<file path="src/fcpc_pkg.sv">
package fcpc_pkg;
  // Register file addresses (12-bit register space)
  localparam logic [11:0] FCPC_ADDR_COMMAND = 12'hff8;
  localparam logic [11:0] FCPC_ADDR_PAGE = 12'hff9;
  // Command codes
  localparam logic [7:0] FCPC_CMD_RESET = 8'h00;
  localparam logic [7:0] FCPC_CMD_UNLOCK1 = 8'h73;
  localparam logic [7:0] FCPC_CMD_UNLOCK2 = 8'h8c;
  localparam logic [7:0] FCPC_CMD_PAGE_ERASE = 8'h95;
  localparam logic [7:0] FCPC_CMD_MASS_ERASE = 8'h63;
  localparam logic [7:0] FCPC_CMD_PROT_SEL = 8'h5e;
  // Reset values and erased byte value
  localparam logic [7:0] FCPC_PAGE_RESET = 8'h00;
  localparam logic [7:0] FCPC_PROT_RESET = 8'h00;
  localparam logic [7:0] FCPC_ERASED_BYTE = 8'hff;
  // Page select field layout
  localparam int FCPC_INFO_BIT = 7;
  localparam int FCPC_PAGE_MSB = 6;
  // Flash address layout: page is bits 15:9, sector is bits 15:13
  localparam int FCPC_ADDR_W = 16;
  localparam int FCPC_PAGE_LSB_ADDR = 9;
  localparam int FCPC_SECT_LSB_ADDR = 13;
  localparam logic [15:0] FCPC_INFO_BASE = 16'hfe00;
  // Status codes
  localparam logic [5:0] FCPC_ST_LOCKED = 6'h00;
  localparam logic [5:0] FCPC_ST_UNLOCK1 = 6'h01;
  localparam logic [5:0] FCPC_ST_UNLOCK2 = 6'h02;
  localparam logic [5:0] FCPC_ST_UNLOCKED = 6'h03;
  localparam logic [5:0] FCPC_ST_PROT_SEL = 6'h04;
  localparam logic [5:0] FCPC_ST_PROGRAM = 6'h08;
  localparam logic [5:0] FCPC_ST_PAGE_ERASE = 6'h10;
  localparam logic [5:0] FCPC_ST_MASS_ERASE = 6'h20;

  typedef enum logic [2:0] {
    FCPC_LOCKED = 3'b000,
    FCPC_GOT_FIRST = 3'b001,
    FCPC_GOT_SECOND = 3'b010,
    FCPC_UNLOCKED = 3'b011,
    FCPC_PROT_SELECTED = 3'b100,
    FCPC_PROGRAMMING = 3'b101,
    FCPC_PAGE_ERASING = 3'b110,
    FCPC_MASS_ERASING = 3'b111
  } fcpc_state_t;
endpackage

</file>
<file path="src/fcpc_ctrl.sv">
`timescale 1ns/1ps
module fcpc_ctrl
  import fcpc_pkg::*;
(
  input wire logic ref_clk,
  input wire logic rst,
  input wire logic dbg_access,
  input wire logic wp_option,
  input wire logic [11:0] reg_addr,
  input wire logic reg_wr,
  input wire logic reg_rd,
  input wire logic [7:0] reg_wdata,
  output logic [7:0] reg_rdata,
  input wire logic mem_wr,
  input wire logic [15:0] mem_addr,
  input wire logic [7:0] mem_wdata,
  input wire logic op_done,
  output logic flash_prog,
  output logic flash_page_erase,
  output logic flash_mass_erase,
  output logic [15:0] flash_addr,
  output logic [7:0] flash_wdata,
  output logic flash_info_sel,
  output logic flash_busy
);

  fcpc_state_t state, next_state;
  logic [7:0] page_selection, next_page_selection;
  logic [7:0] sector_lock_bits, next_sector_lock_bits;
  logic page_rewritten, next_page_rewritten;
  logic [7:0] reg_rdata_q, next_reg_rdata;
  logic flash_prog_q, next_flash_prog;
  logic page_erase_q, next_page_erase;
  logic mass_erase_q, next_mass_erase;
  logic [15:0] flash_addr_q, next_flash_addr;
  logic [7:0] flash_wdata_q, next_flash_wdata;
  logic info_sel_q, next_info_sel;
  logic busy_q, next_busy;

  logic cmd_wr;
  logic page_wr;
  logic [7:0] command_code;
  logic ready;
  logic page_blocked;
  logic addr_blocked;
  logic in_page;

  function automatic logic sector_locked(input logic [7:0] bits, input logic [6:0] page);
    logic [2:0] idx;
    idx = page[FCPC_PAGE_MSB -: 3];
    sector_locked = bits[idx];
  endfunction

  function automatic logic [5:0] status_code(input fcpc_state_t s);
    case (s)
      FCPC_GOT_FIRST: status_code = FCPC_ST_UNLOCK1;
      FCPC_GOT_SECOND: status_code = FCPC_ST_UNLOCK2;
      FCPC_UNLOCKED: status_code = FCPC_ST_UNLOCKED;
      FCPC_PROT_SELECTED: status_code = FCPC_ST_PROT_SEL;
      FCPC_PROGRAMMING: status_code = FCPC_ST_PROGRAM;
      FCPC_PAGE_ERASING: status_code = FCPC_ST_PAGE_ERASE;
      FCPC_MASS_ERASING: status_code = FCPC_ST_MASS_ERASE;
      default: status_code = FCPC_ST_LOCKED;
    endcase
  endfunction

  always_comb begin
    command_code = reg_wdata;
    if (reg_wr && reg_addr == FCPC_ADDR_COMMAND) begin
      cmd_wr = 1'b1;
      page_wr = 1'b0;
    end else if (reg_wr && reg_addr == FCPC_ADDR_PAGE) begin
      cmd_wr = 1'b0;
      page_wr = 1'b1;
    end else begin
      cmd_wr = 1'b0;
      page_wr = 1'b0;
    end
    ready = (state == FCPC_UNLOCKED) && (page_rewritten || dbg_access);
    page_blocked = !dbg_access && (wp_option || sector_locked(sector_lock_bits, page_selection[FCPC_PAGE_MSB:0]));
    addr_blocked = !dbg_access && (wp_option || sector_locked(sector_lock_bits,
                   mem_addr[FCPC_ADDR_W-1:FCPC_PAGE_LSB_ADDR]));
    in_page = mem_addr[FCPC_ADDR_W-1:FCPC_PAGE_LSB_ADDR] == page_selection[FCPC_PAGE_MSB:0];
  end

  always_comb begin
    next_state = state;
    next_page_selection = page_selection;
    next_sector_lock_bits = sector_lock_bits;
    next_page_rewritten = page_rewritten;
    next_flash_prog = 1'b0;
    next_page_erase = 1'b0;
    next_mass_erase = 1'b0;
    next_flash_addr = flash_addr_q;
    next_flash_wdata = flash_wdata_q;
    next_info_sel = page_selection[FCPC_INFO_BIT];
    case (state)
      FCPC_PROGRAMMING: begin
        if (op_done) begin
          next_state = FCPC_UNLOCKED;
        end
      end
      FCPC_PAGE_ERASING: begin
        if (op_done) begin
          next_state = FCPC_LOCKED;
          next_page_rewritten = 1'b0;
        end
      end
      FCPC_MASS_ERASING: begin
        if (op_done) begin
          next_state = FCPC_LOCKED;
          next_page_rewritten = 1'b0;
        end
      end
      default: begin
        if (cmd_wr) begin
          next_page_rewritten = 1'b0;
          if (command_code == FCPC_CMD_UNLOCK1 && state == FCPC_LOCKED) begin
            next_state = FCPC_GOT_FIRST;
          end else if (command_code == FCPC_CMD_UNLOCK2 && state == FCPC_GOT_FIRST) begin
            next_state = dbg_access ? FCPC_UNLOCKED : FCPC_GOT_SECOND;
          end else if (command_code == FCPC_CMD_PROT_SEL && state == FCPC_LOCKED) begin
            next_state = FCPC_PROT_SELECTED;
          end else if (command_code == FCPC_CMD_PAGE_ERASE && ready && !page_blocked) begin
            next_state = FCPC_PAGE_ERASING;
            next_page_erase = 1'b1;
            next_flash_addr = {page_selection[FCPC_PAGE_MSB:0], {FCPC_PAGE_LSB_ADDR{1'b0}}};
            next_flash_wdata = FCPC_ERASED_BYTE;
          end else if (command_code == FCPC_CMD_MASS_ERASE && ready && dbg_access) begin
            next_state = FCPC_MASS_ERASING;
            next_mass_erase = 1'b1;
            next_flash_wdata = FCPC_ERASED_BYTE;
          end else begin
            next_state = FCPC_LOCKED;
          end
          if (command_code == FCPC_CMD_PAGE_ERASE && next_state == FCPC_PAGE_ERASING) begin
            next_page_rewritten = 1'b0;
          end else if (next_state == FCPC_UNLOCKED) begin
            next_page_rewritten = page_rewritten;
          end
        end else if (page_wr && state == FCPC_PROT_SELECTED) begin
          if (dbg_access) begin
            next_sector_lock_bits = reg_wdata;
          end else begin
            next_sector_lock_bits = sector_lock_bits | reg_wdata;
          end
        end else if (page_wr) begin
          if (state == FCPC_LOCKED) begin
            next_page_selection = reg_wdata;
          end else if (state == FCPC_GOT_SECOND) begin
            // Rewrite must match or the sequence is broken
            if (reg_wdata == page_selection) begin
              next_state = FCPC_UNLOCKED;
              next_page_rewritten = 1'b1;
            end else begin
              next_state = FCPC_LOCKED;
            end
          end else if (state == FCPC_UNLOCKED && dbg_access) begin
            next_page_selection = reg_wdata;
          end else begin
            next_state = FCPC_LOCKED;
            next_page_rewritten = 1'b0;
          end
        end else if (mem_wr && ready) begin
          if ((dbg_access || in_page) && !addr_blocked) begin
            next_state = FCPC_PROGRAMMING;
            next_flash_prog = 1'b1;
            next_flash_addr = dbg_access ? mem_addr
                            : {page_selection[FCPC_PAGE_MSB:0], mem_addr[FCPC_PAGE_LSB_ADDR-1:0]};
            next_flash_wdata = mem_wdata;
          end
        end
      end
    endcase
    if (next_flash_prog) begin
      next_info_sel = page_selection[FCPC_INFO_BIT] && (next_flash_addr >= FCPC_INFO_BASE);
    end
    next_busy = next_state == FCPC_PROGRAMMING || next_state == FCPC_PAGE_ERASING ||
                next_state == FCPC_MASS_ERASING;
    next_reg_rdata = 8'h00;
    if (reg_rd && reg_addr == FCPC_ADDR_COMMAND) begin
      next_reg_rdata = {2'b00, status_code(state)};
    end else if (reg_rd && reg_addr == FCPC_ADDR_PAGE) begin
      next_reg_rdata = (state == FCPC_PROT_SELECTED) ? sector_lock_bits : page_selection;
    end
  end

  always_ff @(posedge ref_clk) begin
    if (rst) begin
      state <= FCPC_LOCKED;
      page_selection <= FCPC_PAGE_RESET;
      sector_lock_bits <= FCPC_PROT_RESET;
      page_rewritten <= 1'b0;
      reg_rdata_q <= 8'h00;
      flash_prog_q <= 1'b0;
      page_erase_q <= 1'b0;
      mass_erase_q <= 1'b0;
      flash_addr_q <= 16'h0000;
      flash_wdata_q <= 8'h00;
      info_sel_q <= 1'b0;
      busy_q <= 1'b0;
    end else begin
      state <= next_state;
      page_selection <= next_page_selection;
      sector_lock_bits <= next_sector_lock_bits;
      page_rewritten <= next_page_rewritten;
      reg_rdata_q <= next_reg_rdata;
      flash_prog_q <= next_flash_prog;
      page_erase_q <= next_page_erase;
      mass_erase_q <= next_mass_erase;
      flash_addr_q <= next_flash_addr;
      flash_wdata_q <= next_flash_wdata;
      info_sel_q <= next_info_sel;
      busy_q <= next_busy;
    end
  end

  assign reg_rdata = reg_rdata_q;
  assign flash_prog = flash_prog_q;
  assign flash_page_erase = page_erase_q;
  assign flash_mass_erase = mass_erase_q;
  assign flash_addr = flash_addr_q;
  assign flash_wdata = flash_wdata_q;
  assign flash_info_sel = info_sel_q;
  assign flash_busy = busy_q;

endmodule // fcpc_ctrl

</file>
<file path="config.mk">
export PLATFORM = sky130hd
export DESIGN_NAME = fcpc_ctrl
export DESIGN_NICKNAME = d
export VERILOG_FILES = /design/src/fcpc_pkg.sv /design/src/fcpc_ctrl.sv
export SDC_FILE = /design/constraint.sdc
export NUM_CORES = 1
export LEC_CHECK = 0
export BUFFER_PORTS_ARGS = -buffer_cell sky130_fd_sc_hd__buf_2
export CORE_ASPECT_RATIO = 0.6
export CORE_MARGIN = 2
export CORE_UTILIZATION = 51
export CTS_CLUSTER_DIAMETER = 50
export DETAILED_ROUTE_END_ITERATION = 12
export GPL_TIMING_DRIVEN = 0
export PLACE_DENSITY = 0.79
export SLEW_MARGIN = 20
export SYNTH_ARGS = -nofsm -noshare
export SYNTH_HDL_FRONTEND = slang
export SYNTH_SLANG_ARGS = --single-unit
</file>
<file path="constraint.sdc">
create_clock -name ref_clk -period 3.19 [get_ports ref_clk]
set_input_delay 0.1595 -clock ref_clk [delete_from_list [all_inputs] [get_ports ref_clk]]
set_output_delay 0.1595 -clock ref_clk [all_outputs]
set_load 0.02 [all_outputs]
</file>
==> report_table.html <==
<table>
<tr><th>Metric</th><th>Value</th></tr>
<tr><th colspan="2">Worst setup path</th></tr>
<tr><td>Kind of start point of the critical path</td><td>register</td></tr>
<tr><td>Endpoint type of the worst setup path</td><td>register</td></tr>
<tr><td>Critical-path cell with the highest stage delay</td><td>sky130_fd_sc_hd__or4_1</td></tr>
<tr><td>Largest driver fanout on the critical path</td><td>10</td></tr>
<tr><td>Crit path cell chain</td><td>clkbuf_1 &gt; xor2_1 &gt; nor4_1 &gt; a31oi_1 &gt; or2_1 &gt; buf_2 &gt; o21ai_4 &gt; o221ai_1 &gt; or4_1 &gt; o22ai_2</td></tr>
<tr><td>Worst EP arrival</td><td>between 3 and 4 ns</td></tr>
<tr><td>Required time at the worst-slack endpoint</td><td>3.47 ns</td></tr>
<tr><td>Worst Reg-to-Reg Cells</td><td>10</td></tr>
<tr><td>Worst setup path class</td><td>register to register</td></tr>
<tr><td>Biggest cell delay along the critical path</td><td>about 0.60 ns</td></tr>
<tr><th colspan="2">Drt</th></tr>
<tr><td>Detailed Route Iter0 Violations</td><td>between 200 and 300</td></tr>
<tr><td>DR DRC count</td><td>0</td></tr>
<tr><td>Wirelength per Cell</td><td>around 16 um</td></tr>
<tr><td>Drt via density</td><td>5.829</td></tr>
<tr><td>Post-detailed-route count of antenna-violating nets</td><td>0</td></tr>
<tr><td>Detailed Routing Iterations Pass 1</td><td>8</td></tr>
<tr><td>Total wire length after detailed routing</td><td>just under 9 mm</td></tr>
<tr><td>Vias</td><td>approximately 3,100</td></tr>
<tr><th colspan="2">Power and ir drop</th></tr>
<tr><td>Share of power burned in the clock network</td><td>0.482</td></tr>
<tr><td>P_int</td><td>between 0.001 and 0.0015 W</td></tr>
<tr><td>Sequential share of power</td><td>0.457</td></tr>
<tr><td>Static power due to leakage</td><td>roughly 1.6 nW</td></tr>
<tr><td>Highest ir drop seen on vdd</td><td>~320 uV</td></tr>
<tr><td>Reported net switching power</td><td>roughly 0.00035 W</td></tr>
<tr><td>Comb power frac</td><td>0.061</td></tr>
<tr><td>Switching portion of total power</td><td>0.2234</td></tr>
<tr><td>Power per standard cell area</td><td>419.0 mW/mm2</td></tr>
<tr><th colspan="2">Logic synthesis</th></tr>
<tr><td>Simple logic cell fraction of the synthesized area</td><td>0.2918</td></tr>
<tr><td>Asr flop ratio synth</td><td>0</td></tr>
<tr><td>Xor-xnor portion of the synthesized cell area</td><td>0.04447</td></tr>
<tr><td>Total standard cell area after synthesis</td><td>0.002954 mm2</td></tr>
<tr><td>Number of instances in the synthesized netlist</td><td>roughly 360</td></tr>
<tr><td>Combinational family with the most area after synthesis</td><td>simple AND/OR/NAND/NOR gates</td></tr>
<tr><td>Fraction of the yosys area taken by sequential cells</td><td>0.3863</td></tr>
<tr><td>Leading post-synthesis cells by cell area</td><td>sky130_fd_sc_hd__dfxtp_1, sky130_fd_sc_hd__nor2_1, sky130_fd_sc_hd__a22oi_1</td></tr>
<tr><td>Most used flip-flop cell after synthesis</td><td>sky130_fd_sc_hd__dfxtp_1</td></tr>
<tr><td>Number of warnings printed during yosys synthesis</td><td>0</td></tr>
<tr><td>Total of flip-flops plus latches after synthesis</td><td>57</td></tr>
<tr><td>Synth cell types</td><td>54</td></tr>
<tr><td>Dominant cell type by area after synthesis</td><td>sky130_fd_sc_hd__dfxtp_1</td></tr>
<tr><td>Mean instance size in the synthesized netlist</td><td>between 8 and 9 um2</td></tr>
<tr><td>Multiplexer share of the synthesized area</td><td>0.06946</td></tr>
<tr><td>Number of enable flip-flop cells after synthesis</td><td>0</td></tr>
<tr><td>Most frequent cell after synthesis</td><td>sky130_fd_sc_hd__nor2_1</td></tr>
<tr><td>Synth top area share</td><td>0.3863</td></tr>
<tr><td>Arithmetic-cell share of the synthesized area counting full adders, half adders and majority gates</td><td>0</td></tr>
<tr><td>Synth Area in Compound Gates</td><td>0.1673</td></tr>
<tr><td>Post-synthesis net count</td><td>approximately 410</td></tr>
<tr><td>Ranking of synthesized cells by instance count</td><td>sky130_fd_sc_hd__nor2_1, sky130_fd_sc_hd__dfxtp_1, sky130_fd_sc_hd__nand2_1</td></tr>
<tr><th colspan="2">Run status</th></tr>
<tr><td>Status</td><td>finished clean</td></tr>
<tr><th colspan="2">Placed design</th></tr>
<tr><td>Instance count after placement with tap cells included</td><td>around 520</td></tr>
<tr><td>Count of input and output buffers</td><td>87</td></tr>
<tr><td>Global placer's final weighted congestion</td><td>a little over 1</td></tr>
<tr><td>Hpwl dp</td><td>6.660 mm</td></tr>
<tr><th colspan="2">Hold path</th></tr>
<tr><td>Worst hold path stage count</td><td>3</td></tr>
<tr><td>Min-delay worst type</td><td>primary input to register</td></tr>
<tr><th colspan="2">Cells and area</th></tr>
<tr><td>Area occupied by multi-input gates</td><td>about 0.0017 mm2</td></tr>
<tr><td>Register cell area after layout</td><td>~0.0011 mm2</td></tr>
<tr><td>Number of standard cells in the final layout excluding fillers</td><td>between 500 and 600</td></tr>
<tr><td>Number of filler instances in the final layout</td><td>roughly 500</td></tr>
<tr><td>Area growth from synthesis to layout</td><td>25.79%</td></tr>
<tr><td>Layout cells sized above 1</td><td>0.2614</td></tr>
<tr><td>Final layout net count</td><td>506</td></tr>
<tr><td>Number of antenna diodes</td><td>0</td></tr>
<tr><th colspan="2">Global routing</th></tr>
<tr><td>Largest net degree at the start of global routing</td><td>11</td></tr>
<tr><td>Total routing resource utilization after global routing</td><td>0.2849</td></tr>
<tr><td>Global-route wire length before repair</td><td>roughly 14 mm</td></tr>
<tr><td>Antenna violations before repair</td><td>0</td></tr>
<tr><td>Via count of the first global-routing pass</td><td>between 2,000 and 3,000</td></tr>
<tr><td>Remaining global-route overflow</td><td>0</td></tr>
<tr><th colspan="2">Timing</th></tr>
<tr><td>F_max</td><td>336.1 MHz</td></tr>
<tr><td>RSZ-0062 raised after global routing</td><td>false</td></tr>
<tr><td>Tightest slew margin relative to the limit</td><td>0.3600</td></tr>
<tr><td>Share of the clock period used by the worst path</td><td>0.9326</td></tr>
<tr><td>Setup violators final</td><td>0</td></tr>
<tr><td>Setup TNS after final layout</td><td>0 ns</td></tr>
<tr><td>Final hold vios</td><td>0</td></tr>
<tr><td>Post-layout min period</td><td>approximately 3.0 ns</td></tr>
<tr><td>Worst clock skew</td><td>approximately 0.0075 ns</td></tr>
<tr><td>Pins over their slew limit</td><td>0</td></tr>
<tr><td>Worst slew pin tran</td><td>roughly 0.96 ns</td></tr>
<tr><th colspan="2">Die</th></tr>
<tr><td>Core area</td><td>about 0.0056 mm2</td></tr>
<tr><td>Num rows</td><td>21</td></tr>
<tr><td>Initial cell density of the core</td><td>0.5303</td></tr>
<tr><td>Die footprint</td><td>around 0.0064 mm2</td></tr>
<tr><td>Height of the die</td><td>around 63 um</td></tr>
<tr><td>Total I/O pin count</td><td>roughly 90</td></tr>
<tr><td>Horizontal die dimension</td><td>102.3 um</td></tr>
<tr><th colspan="2">Clocking</th></tr>
<tr><td>Clock Sink Count</td><td>57</td></tr>
<tr><td>Deepest clock path buffer count</td><td>2</td></tr>
<tr><td>Postcts setup bufs</td><td>0</td></tr>
<tr><td>Number of gates resized after cts</td><td>0</td></tr>
<tr><td>TritonCTS clock tree</td><td>yes</td></tr>
<tr><td>Cts hold-fix bufs</td><td>0</td></tr>
<tr><td>Cell chosen for the clock root</td><td>sky130_fd_sc_hd__clkbuf_8</td></tr>
<tr><td>Clock transition at the register clock pins on the worst setup and hold paths after CTS</td><td>0.07 ns</td></tr>
<tr><td>Depth of the CTS H-tree</td><td>3</td></tr>
<tr><td>Worst-Skew Late Latency</td><td>approximately 0.34 ns</td></tr>
<tr><td>Number of buffers added by the clock tree synthesis step</td><td>9</td></tr>
<tr><th colspan="2">Job</th></tr>
<tr><td># Max-Cap Violations</td><td>0</td></tr>
</table>
[logic make-up after synthesis]
logic type	Yosys count
simple gates	171
compound gates	69
mux	15
buf+inv	29
flops	57
xor+xnor	15
[layer usage]
layer  track usage  share of wire
met1        0.4358           0.45
met2        0.3857           0.42
met3       0.06935           0.12
met4       0.09500          0.015
met5             0              0
[state kept, by name, indices dropped and copies added, names as in the netlist]
| signal | count |
|---|---|
| flash_addr | 16 |
| flash_wdata | 8 |
| page_selection | 8 |
| reg_rdata | 8 |
| sector_lock_bits | 8 |
| state | 3 |
| flash_busy | 1 |
| flash_info_sel | 1 |
| flash_mass_erase | 1 |
| flash_page_erase | 1 |
| flash_prog | 1 |
| page_rewritten | 1 |
[worst max-delay path: cells and delay by family (launching register included)]
kind	cells	cell delay, ns
and+or+nand+nor	3	1.23
AOI/OAI and AO/OA	4	0.65
buffers and inverters	2	0.57
xor gates and xnor gates	1	0.14
DFF	1	0.31
[cell type report]
type | instances | area share
multi-input cells | 270 | 0.4572
well taps | 80 | 0.02694
repair buffers | 87 | 0.1172
clock buffers | 11 | 0.03805
inverters | 7 | 0.007071
flip-flops and latches | 57 | 0.3071
clock inverters | 5 | 0.02121
plain buffers | 22 | 0.02525
[stage by stage]
stage / setup slack (ns) / hold WS, ns / total power, W / utilization / cell area, um2
2_1_floorplan: 0.6388 / 0.3034 / 0.0007617 / - / 2954
3_3_place_gp: 0.2965 / 0.4069 / 0.0008159 / 0.6265 / 3490
3_5_place_dp: 0.2594 / 0.4210 / 0.0008180 / 0.6265 / 3490
4_1_cts: 0.2238 / 0.06902 / 0.001556 / 0.6660 / 3710
5_1_grt: 0.05498 / 0.09079 / 0.001608 / 0.6671 / 3716
6_report: 0.2149 / 0.06967 / 0.001557 / 0.6671 / 3716
[power by group through the flow]
stage,registers [W],logic (W),clock network [W]
floorplan,0.000728,0.0000341,0
global placement,0.000728,0.0000883,0
detailed placement,0.000728,0.0000904,0
CTS,0.000712,0.0000909,0.000754
global route,0.000711,0.000101,0.000796
finish,0.000712,0.0000942,0.000751
[final timing paths]
kind	from	endpoint	slack, ns
setup / recovery	page_selection[4]$_SDFFE_PP0P_	flash_info_sel$_SDFF_PP0_	0.21
hold / removal	mem_addr[1]	flash_addr[1]$_SDFF_PP0_	0.07
setup reg to reg	page_selection[4]$_SDFFE_PP0P_	flash_info_sel$_SDFF_PP0_	0.21
hold reg to reg	flash_addr[1]$_SDFF_PP0_	flash_addr[1]$_SDFF_PP0_	0.49
[cell usage in the layout, fill, tap and decap left out, drive strengths merged, types with 6 or more instances in the layout]
cell and count:
nor4 7, clkbuf 28, xor2 15, nand2b 7, inv 7, nand3 9, o21ai 11, nand2 31
nor2 70, mux2i 10, or3 6, a31oi 6, o221ai 7, dfxtp 57, a22oi 20, nor3 15
a21oi 9, buf 92
Note: power is estimated with default switching activity, not from simulation.
